## src/core/csb_pkg.sv

```systemverilog
// constants and types for the compare, skip and branch execution block
package csb_pkg;

  // ==========================================================================
  // widths
  localparam int DATA_WIDTH   = 8;
  localparam int PC_WIDTH     = 16;
  localparam int OFFSET_WIDTH = 7;
  localparam int BITSEL_WIDTH = 3;

  // ==========================================================================
  // status flag bit positions
  localparam int FLAG_C = 0;
  localparam int FLAG_Z = 1;
  localparam int FLAG_N = 2;
  localparam int FLAG_V = 3;
  localparam int FLAG_S = 4;
  localparam int FLAG_H = 5;
  localparam int FLAG_T = 6;
  localparam int FLAG_I = 7;

  // flags written by every compare
  localparam logic [7:0] CMP_FLAG_MASK = 8'h3F;

  // ==========================================================================
  // program counter steps in words
  localparam int PC_STEP_SEQ    = 1;
  localparam int PC_SKIP_SHORT  = 2;
  localparam int PC_SKIP_LONG   = 3;
  localparam int PC_BRANCH_BIAS = 1;

  // ==========================================================================
  // reset values
  localparam logic [7:0] STATUS_RESET = 8'h00;
  localparam logic       FLAG_RESET   = 1'b0;

  // ==========================================================================
  // operation codes
  typedef enum logic [3:0] {
    no_op                 = 4'h0,
    compare_op            = 4'h1,
    compare_with_carry_op = 4'h2,
    compare_immediate_op  = 4'h3,
    skip_reg_bit_clear_op = 4'h4,
    skip_reg_bit_set_op   = 4'h5,
    skip_io_bit_clear_op  = 4'h6,
    skip_io_bit_set_op    = 4'h7,
    branch_flag_set_op    = 4'h8,
    branch_flag_clear_op  = 4'h9,
    branch_equal_op       = 4'hA
  } csb_op_e;

endpackage : csb_pkg

```

## src/core/csb_alu_if.sv

```systemverilog
// carrier between the execution core and its subtract-and-flags unit
`timescale 1ns/10ps
interface csb_alu_if;
  import csb_pkg::*;

  logic [DATA_WIDTH-1:0] minuend;
  logic [DATA_WIDTH-1:0] subtrahend;
  logic                  carry_in;
  logic                  use_carry;
  logic                  zero_in;
  logic [DATA_WIDTH-1:0] difference;
  logic [7:0]            flags;

  modport alu (
    input  minuend,
    input  subtrahend,
    input  carry_in,
    input  use_carry,
    input  zero_in,
    output difference,
    output flags
  );

  modport core (
    output minuend,
    output subtrahend,
    output carry_in,
    output use_carry,
    output zero_in,
    input  difference,
    input  flags
  );

endinterface : csb_alu_if

```

## src/core/csb_sub_flags.sv

```systemverilog
// subtract without store, producing the compare flags
`timescale 1ns/10ps
module csb_sub_flags
  import csb_pkg::*;
(
  csb_alu_if.alu bus
);

  // ==========================================================================
  // subtraction
  wire logic [DATA_WIDTH-1:0] borrow_in;
  wire logic [DATA_WIDTH-1:0] res;
  wire logic                  d7;
  wire logic                  s7;
  wire logic                  r7;
  wire logic                  d3;
  wire logic                  s3;
  wire logic                  r3;
  wire logic                  res_zero;

  assign borrow_in = {{(DATA_WIDTH-1){1'b0}}, bus.use_carry & bus.carry_in};
  assign res       = bus.minuend - bus.subtrahend - borrow_in;
  assign d7        = bus.minuend[DATA_WIDTH-1];
  assign s7        = bus.subtrahend[DATA_WIDTH-1];
  assign r7        = res[DATA_WIDTH-1];
  assign d3        = bus.minuend[3];
  assign s3        = bus.subtrahend[3];
  assign r3        = res[3];
  // carry variant keeps zero only if it was already set
  assign res_zero  = (res == '0) & (~bus.use_carry | bus.zero_in);

  // ==========================================================================
  // flags, placed at their status positions
  wire logic flag_c;
  wire logic flag_z;
  wire logic flag_n;
  wire logic flag_v;
  wire logic flag_h;

  assign flag_c = (~d7 & s7) | (s7 & r7) | (r7 & ~d7);
  assign flag_h = (~d3 & s3) | (s3 & r3) | (r3 & ~d3);
  assign flag_v = (d7 & ~s7 & ~r7) | (~d7 & s7 & r7);
  assign flag_n = r7;
  assign flag_z = res_zero;

  assign bus.difference = res;
  assign bus.flags = (8'h01 << FLAG_C) & {8{flag_c}}
                   | (8'h01 << FLAG_Z) & {8{flag_z}}
                   | (8'h01 << FLAG_N) & {8{flag_n}}
                   | (8'h01 << FLAG_V) & {8{flag_v}}
                   | (8'h01 << FLAG_S) & {8{flag_n ^ flag_v}}
                   | (8'h01 << FLAG_H) & {8{flag_h}};

endmodule : csb_sub_flags

```

## src/core/csb_exec.sv

```systemverilog
// execution of the compare, skip and branch instruction group
//
// Functional notes
// - register compares subtract source (and carry for the carry form) from destination, store nothing, touch only flags.
// - the immediate compare subtracts the encoded constant from the destination and only updates flags.
// - all compares update negative, overflow, carry and half carry from the difference; zero too, but the carry form only keeps a zero already set.
// - a register bit skip tests the chosen bit and, on a match, moves the pc on by 2 or 3 words.
// - an io bit skip tests the addressed io bit and, on a match, moves the pc on by 2 or 3 words.
// - a flag branch tests the chosen status bit and, on a match, loads pc plus signed offset plus 1.
// - branch if equal jumps to pc plus offset plus 1 only when zero is set.
// - skips and branches leave every status flag as it was, taken or not.
`timescale 1ns/10ps
module csb_exec
  import csb_pkg::*;
#(
  parameter int PC_W  = PC_WIDTH,
  parameter int OFS_W = OFFSET_WIDTH
)
(
  input  wire logic                    ref_clk,
  input  wire logic                    rst_n,
  input  wire logic                    op_valid,
  input  wire csb_op_e                 op_code,
  input  wire logic [DATA_WIDTH-1:0]   dest_value,
  input  wire logic [DATA_WIDTH-1:0]   source_register,
  input  wire logic [DATA_WIDTH-1:0]   imm_value,
  input  wire logic [BITSEL_WIDTH-1:0] bit_sel,
  input  wire logic                    io_bit_value,
  input  wire logic [7:0]              status_flags_register,
  input  wire logic [PC_W-1:0]         pc_in,
  input  wire logic [OFS_W-1:0]        branch_offset,
  input  wire logic                    next_is_two_word,
  output logic [7:0]                   status_out,
  output logic                         status_we,
  output logic [PC_W-1:0]              pc_out,
  output logic                         pc_we,
  output logic                         skip_taken,
  output logic                         branch_taken,
  output logic                         op_illegal
);

  // ==========================================================================
  // output registers
  // one-cycle pulses and the held pc, all cleared by reset
  logic [7:0]      status_out_reg;
  logic [7:0]      status_out_next;
  logic            status_we_reg;
  logic            status_we_next;
  logic [PC_W-1:0] pc_out_reg;
  logic [PC_W-1:0] pc_out_next;
  logic            pc_we_reg;
  logic            pc_we_next;
  logic            skip_taken_reg;
  logic            skip_taken_next;
  logic            branch_taken_reg;
  logic            branch_taken_next;
  logic            op_illegal_reg;
  logic            op_illegal_next;

  // ==========================================================================
  // decode
  // codes above the last defined operation are illegal
  wire logic is_cmp_reg;
  wire logic is_cmp_carry;
  wire logic is_cmp_imm;
  wire logic is_compare;
  wire logic is_skip_rc;
  wire logic is_skip_rs;
  wire logic is_skip_ic;
  wire logic is_skip_is;
  wire logic is_skip;
  wire logic is_br_set;
  wire logic is_br_clr;
  wire logic is_br_eq;
  wire logic is_branch;
  wire logic is_nop;
  wire logic is_known;

  assign is_cmp_reg   = (op_code == compare_op);
  assign is_cmp_carry = (op_code == compare_with_carry_op);
  assign is_cmp_imm   = (op_code == compare_immediate_op);
  assign is_compare   = is_cmp_reg | is_cmp_carry | is_cmp_imm;
  assign is_skip_rc   = (op_code == skip_reg_bit_clear_op);
  assign is_skip_rs   = (op_code == skip_reg_bit_set_op);
  assign is_skip_ic   = (op_code == skip_io_bit_clear_op);
  assign is_skip_is   = (op_code == skip_io_bit_set_op);
  assign is_skip      = is_skip_rc | is_skip_rs | is_skip_ic | is_skip_is;
  assign is_br_set    = (op_code == branch_flag_set_op);
  assign is_br_clr    = (op_code == branch_flag_clear_op);
  assign is_br_eq     = (op_code == branch_equal_op);
  assign is_branch    = is_br_set | is_br_clr | is_br_eq;
  assign is_nop       = (op_code == no_op);
  assign is_known     = is_compare | is_skip | is_branch | is_nop;

  // ==========================================================================
  // status forwarding: a compare one cycle earlier is not yet in the
  // caller's register, so its result is used in its place
  // a carry compare right behind a compare chains the forwarded flags, not stale ones
  wire logic [7:0] eff_status;

  assign eff_status = status_we_reg ? status_out_reg : status_flags_register;

  // ==========================================================================
  // compare datapath
  // the immediate form differs from the register form only in its subtrahend
  csb_alu_if alu_bus ();

  assign alu_bus.minuend    = dest_value;
  assign alu_bus.subtrahend = is_cmp_imm ? imm_value : source_register;
  assign alu_bus.carry_in   = eff_status[FLAG_C];
  assign alu_bus.use_carry  = is_cmp_carry;
  assign alu_bus.zero_in    = eff_status[FLAG_Z];

  csb_sub_flags u_sub_flags (
    .bus (alu_bus)
  );

  wire logic [7:0] cmp_status;

  // only the compare flags change, the difference is dropped
  assign cmp_status = (eff_status & ~CMP_FLAG_MASK)
                    | (alu_bus.flags & CMP_FLAG_MASK);

  // ==========================================================================
  // skip and branch conditions
  // the io bit arrives already picked out, bit_sel does not reach it
  wire logic reg_bit;
  wire logic flag_bit;
  wire logic skip_hit;
  wire logic branch_hit;

  assign reg_bit  = source_register[bit_sel];
  assign flag_bit = eff_status[bit_sel];

  assign skip_hit = (is_skip_rc & ~reg_bit)
                  | (is_skip_rs &  reg_bit)
                  | (is_skip_ic & ~io_bit_value)
                  | (is_skip_is &  io_bit_value);

  assign branch_hit = (is_br_set &  flag_bit)
                    | (is_br_clr & ~flag_bit)
                    | (is_br_eq  &  eff_status[FLAG_Z]);

  // ==========================================================================
  // program counter targets
  // pc sums wrap at PC_W bits, as word addresses do
  localparam logic [PC_W-1:0] STEP_SEQ   = PC_W'(PC_STEP_SEQ);
  localparam logic [PC_W-1:0] STEP_SHORT = PC_W'(PC_SKIP_SHORT);
  localparam logic [PC_W-1:0] STEP_LONG  = PC_W'(PC_SKIP_LONG);
  localparam logic [PC_W-1:0] STEP_BIAS  = PC_W'(PC_BRANCH_BIAS);

  wire logic [PC_W-1:0] offset_ext;
  wire logic [PC_W-1:0] pc_seq;
  wire logic [PC_W-1:0] pc_skip;
  wire logic [PC_W-1:0] pc_branch;
  wire logic [PC_W-1:0] pc_target;

  assign offset_ext = {{(PC_W-OFS_W){branch_offset[OFS_W-1]}},
                       branch_offset};
  assign pc_seq     = pc_in + STEP_SEQ;
  assign pc_skip    = pc_in + (next_is_two_word ? STEP_LONG
                                                : STEP_SHORT);
  assign pc_branch  = pc_in + offset_ext + STEP_BIAS;

  assign pc_target  = skip_hit   ? pc_skip   :
                      branch_hit ? pc_branch :
                                   pc_seq;

  // ==========================================================================
  // next values
  // illegal codes raise op_illegal, hold pc_out and drive pc_we and status_we low
  wire logic accept;

  assign accept = op_valid & is_known;

  // skips and branches pass the status through with no write
  assign status_out_next   = (op_valid & is_compare) ? cmp_status
                                                     : eff_status;
  assign status_we_next    = op_valid & is_compare;
  assign pc_out_next       = accept ? pc_target : pc_out_reg;
  assign pc_we_next        = accept;
  assign skip_taken_next   = op_valid & skip_hit;
  assign branch_taken_next = op_valid & branch_hit;
  assign op_illegal_next   = op_valid & ~is_known;

  // ==========================================================================
  // registers
  // pc_out keeps its last target while pc_we is low
  always_ff @(posedge ref_clk or negedge rst_n) begin
    if (!rst_n) begin
      status_out_reg   <= STATUS_RESET;
      status_we_reg    <= FLAG_RESET;
      pc_out_reg       <= '0;
      pc_we_reg        <= FLAG_RESET;
      skip_taken_reg   <= FLAG_RESET;
      branch_taken_reg <= FLAG_RESET;
      op_illegal_reg   <= FLAG_RESET;
    end else begin
      status_out_reg   <= status_out_next;
      status_we_reg    <= status_we_next;
      pc_out_reg       <= pc_out_next;
      pc_we_reg        <= pc_we_next;
      skip_taken_reg   <= skip_taken_next;
      branch_taken_reg <= branch_taken_next;
      op_illegal_reg   <= op_illegal_next;
    end
  end

  // ==========================================================================
  // outputs
  // every output is a flop, nothing is decoded after the registers
  assign status_out   = status_out_reg;
  assign status_we    = status_we_reg;
  assign pc_out       = pc_out_reg;
  assign pc_we        = pc_we_reg;
  assign skip_taken   = skip_taken_reg;
  assign branch_taken = branch_taken_reg;
  assign op_illegal   = op_illegal_reg;

endmodule : csb_exec

```

## config.mk

```make
export PLATFORM = sky130hd
export DESIGN_NAME = csb_exec
export DESIGN_NICKNAME = d
export VERILOG_FILES = /design/src/core/csb_pkg.sv /design/src/core/csb_alu_if.sv /design/src/core/csb_sub_flags.sv /design/src/core/csb_exec.sv
export SDC_FILE = /design/constraint.sdc
export NUM_CORES = 1
export LEC_CHECK = 0
export BUFFER_PORTS_ARGS = -buffer_cell sky130_fd_sc_hd__buf_2
export CAP_MARGIN = 20
export CELL_PAD_IN_SITES_DETAIL_PLACEMENT = 0
export CELL_PAD_IN_SITES_GLOBAL_PLACEMENT = 1
export CORE_MARGIN = 4
export CORE_UTILIZATION = 37
export CTS_BUF_LIST = sky130_fd_sc_hd__clkbuf_2 sky130_fd_sc_hd__clkbuf_4 sky130_fd_sc_hd__clkbuf_8
export DETAILED_ROUTE_END_ITERATION = 12
export PLACE_DENSITY_LB_ADDON = 0.1
export REMOVE_ABC_BUFFERS = 1
export SLEW_MARGIN = 5
export SYNTH_ARGS = -nofsm -noshare
export SYNTH_HDL_FRONTEND = slang
export SYNTH_HIERARCHICAL = 1
export SYNTH_SLANG_ARGS = --single-unit
```

## constraint.sdc

```tcl
create_clock -name ref_clk -period 3.05 [get_ports ref_clk]
set_input_delay 0.305 -clock ref_clk [delete_from_list [all_inputs] [get_ports ref_clk]]
set_output_delay 0.305 -clock ref_clk [all_outputs]
set_load 0.05 [all_outputs]
```

==> implementation parameters <==
Parameter                              Value

Clocking
  Num Clock Sinks    29
  TritonCTS clock tree    yes
  CTS root buffer    sky130_fd_sc_hd__clkbuf_8
  Bufs on Longest Clock Path    2
  Clk slew on worst S/H paths    0.07 ns
  Inserted Clock Buffers    5
  Post-CTS setup buffers    0
  Clock latency of the later-clocked register in the worst-skew pair    0.28 ns
  H-tree levels    2

Global route
  Total congestion overflow after global routing    0
  Wire length of the first global-routing pass    16000 µm
  Initial antenna violation count    0
  Maximum number of pins on one net before global-route repair    30
  Global-route total usage across every layer    between 10% and 20%
  Vias in the first global route    3175

Final layout
  Number of fill cells    934
  Post-layout instance area    4370 µm²
  Count of antenna diodes in the layout    0
  Share of layout cells above drive strength 1    a little under a third
  Nets    611
  Post-route non-filler standard cell count    approximately 640
  Flip-flop count of the largest register, all copies and words added    16
  Area delta synth->final    21.7%
  Most common cell after layout, fill and taps aside    sky130_fd_sc_hd__buf_2
  Combined area of the multi-input logic cells    2590 µm²
  Commonest cells after routing, fill and taps aside    95 x sky130_fd_sc_hd__buf_2, 33 x sky130_fd_sc_hd__a21oi_1, 32 x sky130_fd_sc_hd__inv_1
  Sequential cell area in the final layout    726 µm²

Setup path
  CP Class    primary input to register
  Worst endpoint required time    between 3 and 4 ns
  Element type at the critical path end    register
  Top fanout value on the critical path    5
  Critical path data arrival time    approximately 3.1 ns
  Reg2Reg Launch Point    status_we
  Reg2reg end    status_out[3]
  Worst Reg2Reg Path Length in Cells    11
  Critical Path Source Type    primary input
  Internal reg-to-reg setup slack    0.30 ns

Detailed routing
  Drt pass-1 iters    4
  DRT antenna net count    0
  Wirelength per Cell    15.4 µm
  Detailed router's first-iteration violation count    110
  Mean number of vias per cell    5.02
  Routed wire length    9870 µm
  Number of remaining DRC errors    0
  Total number of vias    approximately 3200

Power
  Int Power    1.07 mW
  Power per cell area    ~410 nW/µm²
  Flop pwr share    a little over a quarter
  Gate power share    50.1%
  Worst supply voltage drop on vdd    0.000327 V
  Leak    2.00 nW
  Clock network power share    23.7%
  Switch Pwr    0.738 mW
  Switching fraction of total power    40.9%

Floorplanning
  Die footprint    11300 µm²
  Number of core rows    35
  Horizontal extent of the die    107 µm
  I/O pin total    96
  Starting density of the core    38.5%
  Die span in y    107 µm
  Core ar.    9330 µm²

STA
  Maximum clock rate    346 MHz
  Final clock period utilization by the worst path    94.9%
  Max-slew violation total from the final report    0
  Shortest period the worst path allows    2.89 ns
  Worst slew margin relative to its limit    between 50% and 60%
  Final Hold Violating Endpoints    0
  Setup repair after global routing missed its margin    no
  Worst clock skew on the final layout    0.00647 ns
  Slew at the pin closest to its max-slew limit    0.690 ns
  Hold slack    ~0.064 ns
  Final setup violation count    0

Synthesis
  Area of the mapped netlist    roughly 3600 µm²
  Synthesized area divided by synthesized cell count    8.72 µm²
  Instance count of the mapped netlist    ~410
  Warnings from Yosys    6

Placed design
  DP Wirelength    7990 µm
  Post-Place Cell Area    4250 µm²
  Count of placed standard cells including taps    roughly 630
  Placer congestion estimate    around 0.80
  Port buffer count    95

Flow run
  Total of max-cap violations    0

Min path
  Worst hold-check path type    primary input to async pin

Status
  Outcome    finished clean
## worst max-delay path, stage by stage
cell                      delay (ns)
sky130_fd_sc_hd__buf_2          0.11
sky130_fd_sc_hd__nor2_1         0.14
sky130_fd_sc_hd__and2_4         0.21
sky130_fd_sc_hd__mux2_2         0.34
sky130_fd_sc_hd__ha_1           0.27
sky130_fd_sc_hd__inv_1          0.04
sky130_fd_sc_hd__ha_1           0.29
sky130_fd_sc_hd__buf_4          0.15
sky130_fd_sc_hd__nand2_1        0.06
sky130_fd_sc_hd__a31oi_1        0.06
sky130_fd_sc_hd__o41a_4         0.40
sky130_fd_sc_hd__xnor2_4        0.23
sky130_fd_sc_hd__mux2_4         0.32
sky130_fd_sc_hd__nor2_1         0.10
sky130_fd_sc_hd__a21oi_1        0.04
## cell type report
cell class | instances | share of cell area, %
Clock buffer | 7 | 2.06
Sequential cell | 29 | 16.6
Multi-Input combinational cell | 326 | 59.3
Inverter | 32 | 2.75
Clock inverter | 1 | 0.687
Tap cell | 129 | 3.69
Timing Repair Buffer | 117 | 14.9
## worst max path at each step
| stage | from | end | slack [ns] |
|---|---|---|---|
| final | op_code[2] | status_out[3] | 0.16 |
| after global routing | op_code[2] | status_out[4] | 0.01 |
| after CTS | op_code[2] | status_out[3] | 0.07 |
| after detailed placement | op_code[2] | status_out[3] | -0.22 |
| after global placement | op_code[2] | status_out[3] | -0.17 |
| after floorplan | status_out[3] | pc_out[8] | -0.50 |
## timing repair
action	4_1_cts	5_1_grt
resized for setup	0	3
hold buffers	0	0
endpoints found under the setup margin	0	3
## power groups by stage
stage / clock (mW) / combinational [mW] / sequential (mW)
after floorplan: 0 / 0.424 / 0.669
after global placement: 0 / 0.901 / 0.481
after detailed placement: 0 / 0.909 / 0.481
after CTS: 0.436 / 0.913 / 0.474
after global routing: 0.461 / 0.987 / 0.481
final: 0.427 / 0.905 / 0.473
## stage by stage
step	setup WS [ns]	utilization, %	setup TNS [ns]	power (mW)
after floorplan	-0.496	-	-6.27	1.09
after global placement	-0.173	45.5	-0.519	1.38
after detailed placement	-0.222	45.5	-0.707	1.39
after CTS	0.0713	46.8	0	1.82
after global routing	0.0136	46.9	0	1.93
final	0.157	46.9	0	1.80
## layer usage
metal  share of wire (%)  track usage (%)  up-vias
met4                0.34             1.92        0
met5                   0                0        -
li1                    -                -     1665
met1                  51             25.9     1480
met3                 4.7             3.40        4
met2                  44             27.3       67
Note: power is estimated with default switching activity, not from simulation.
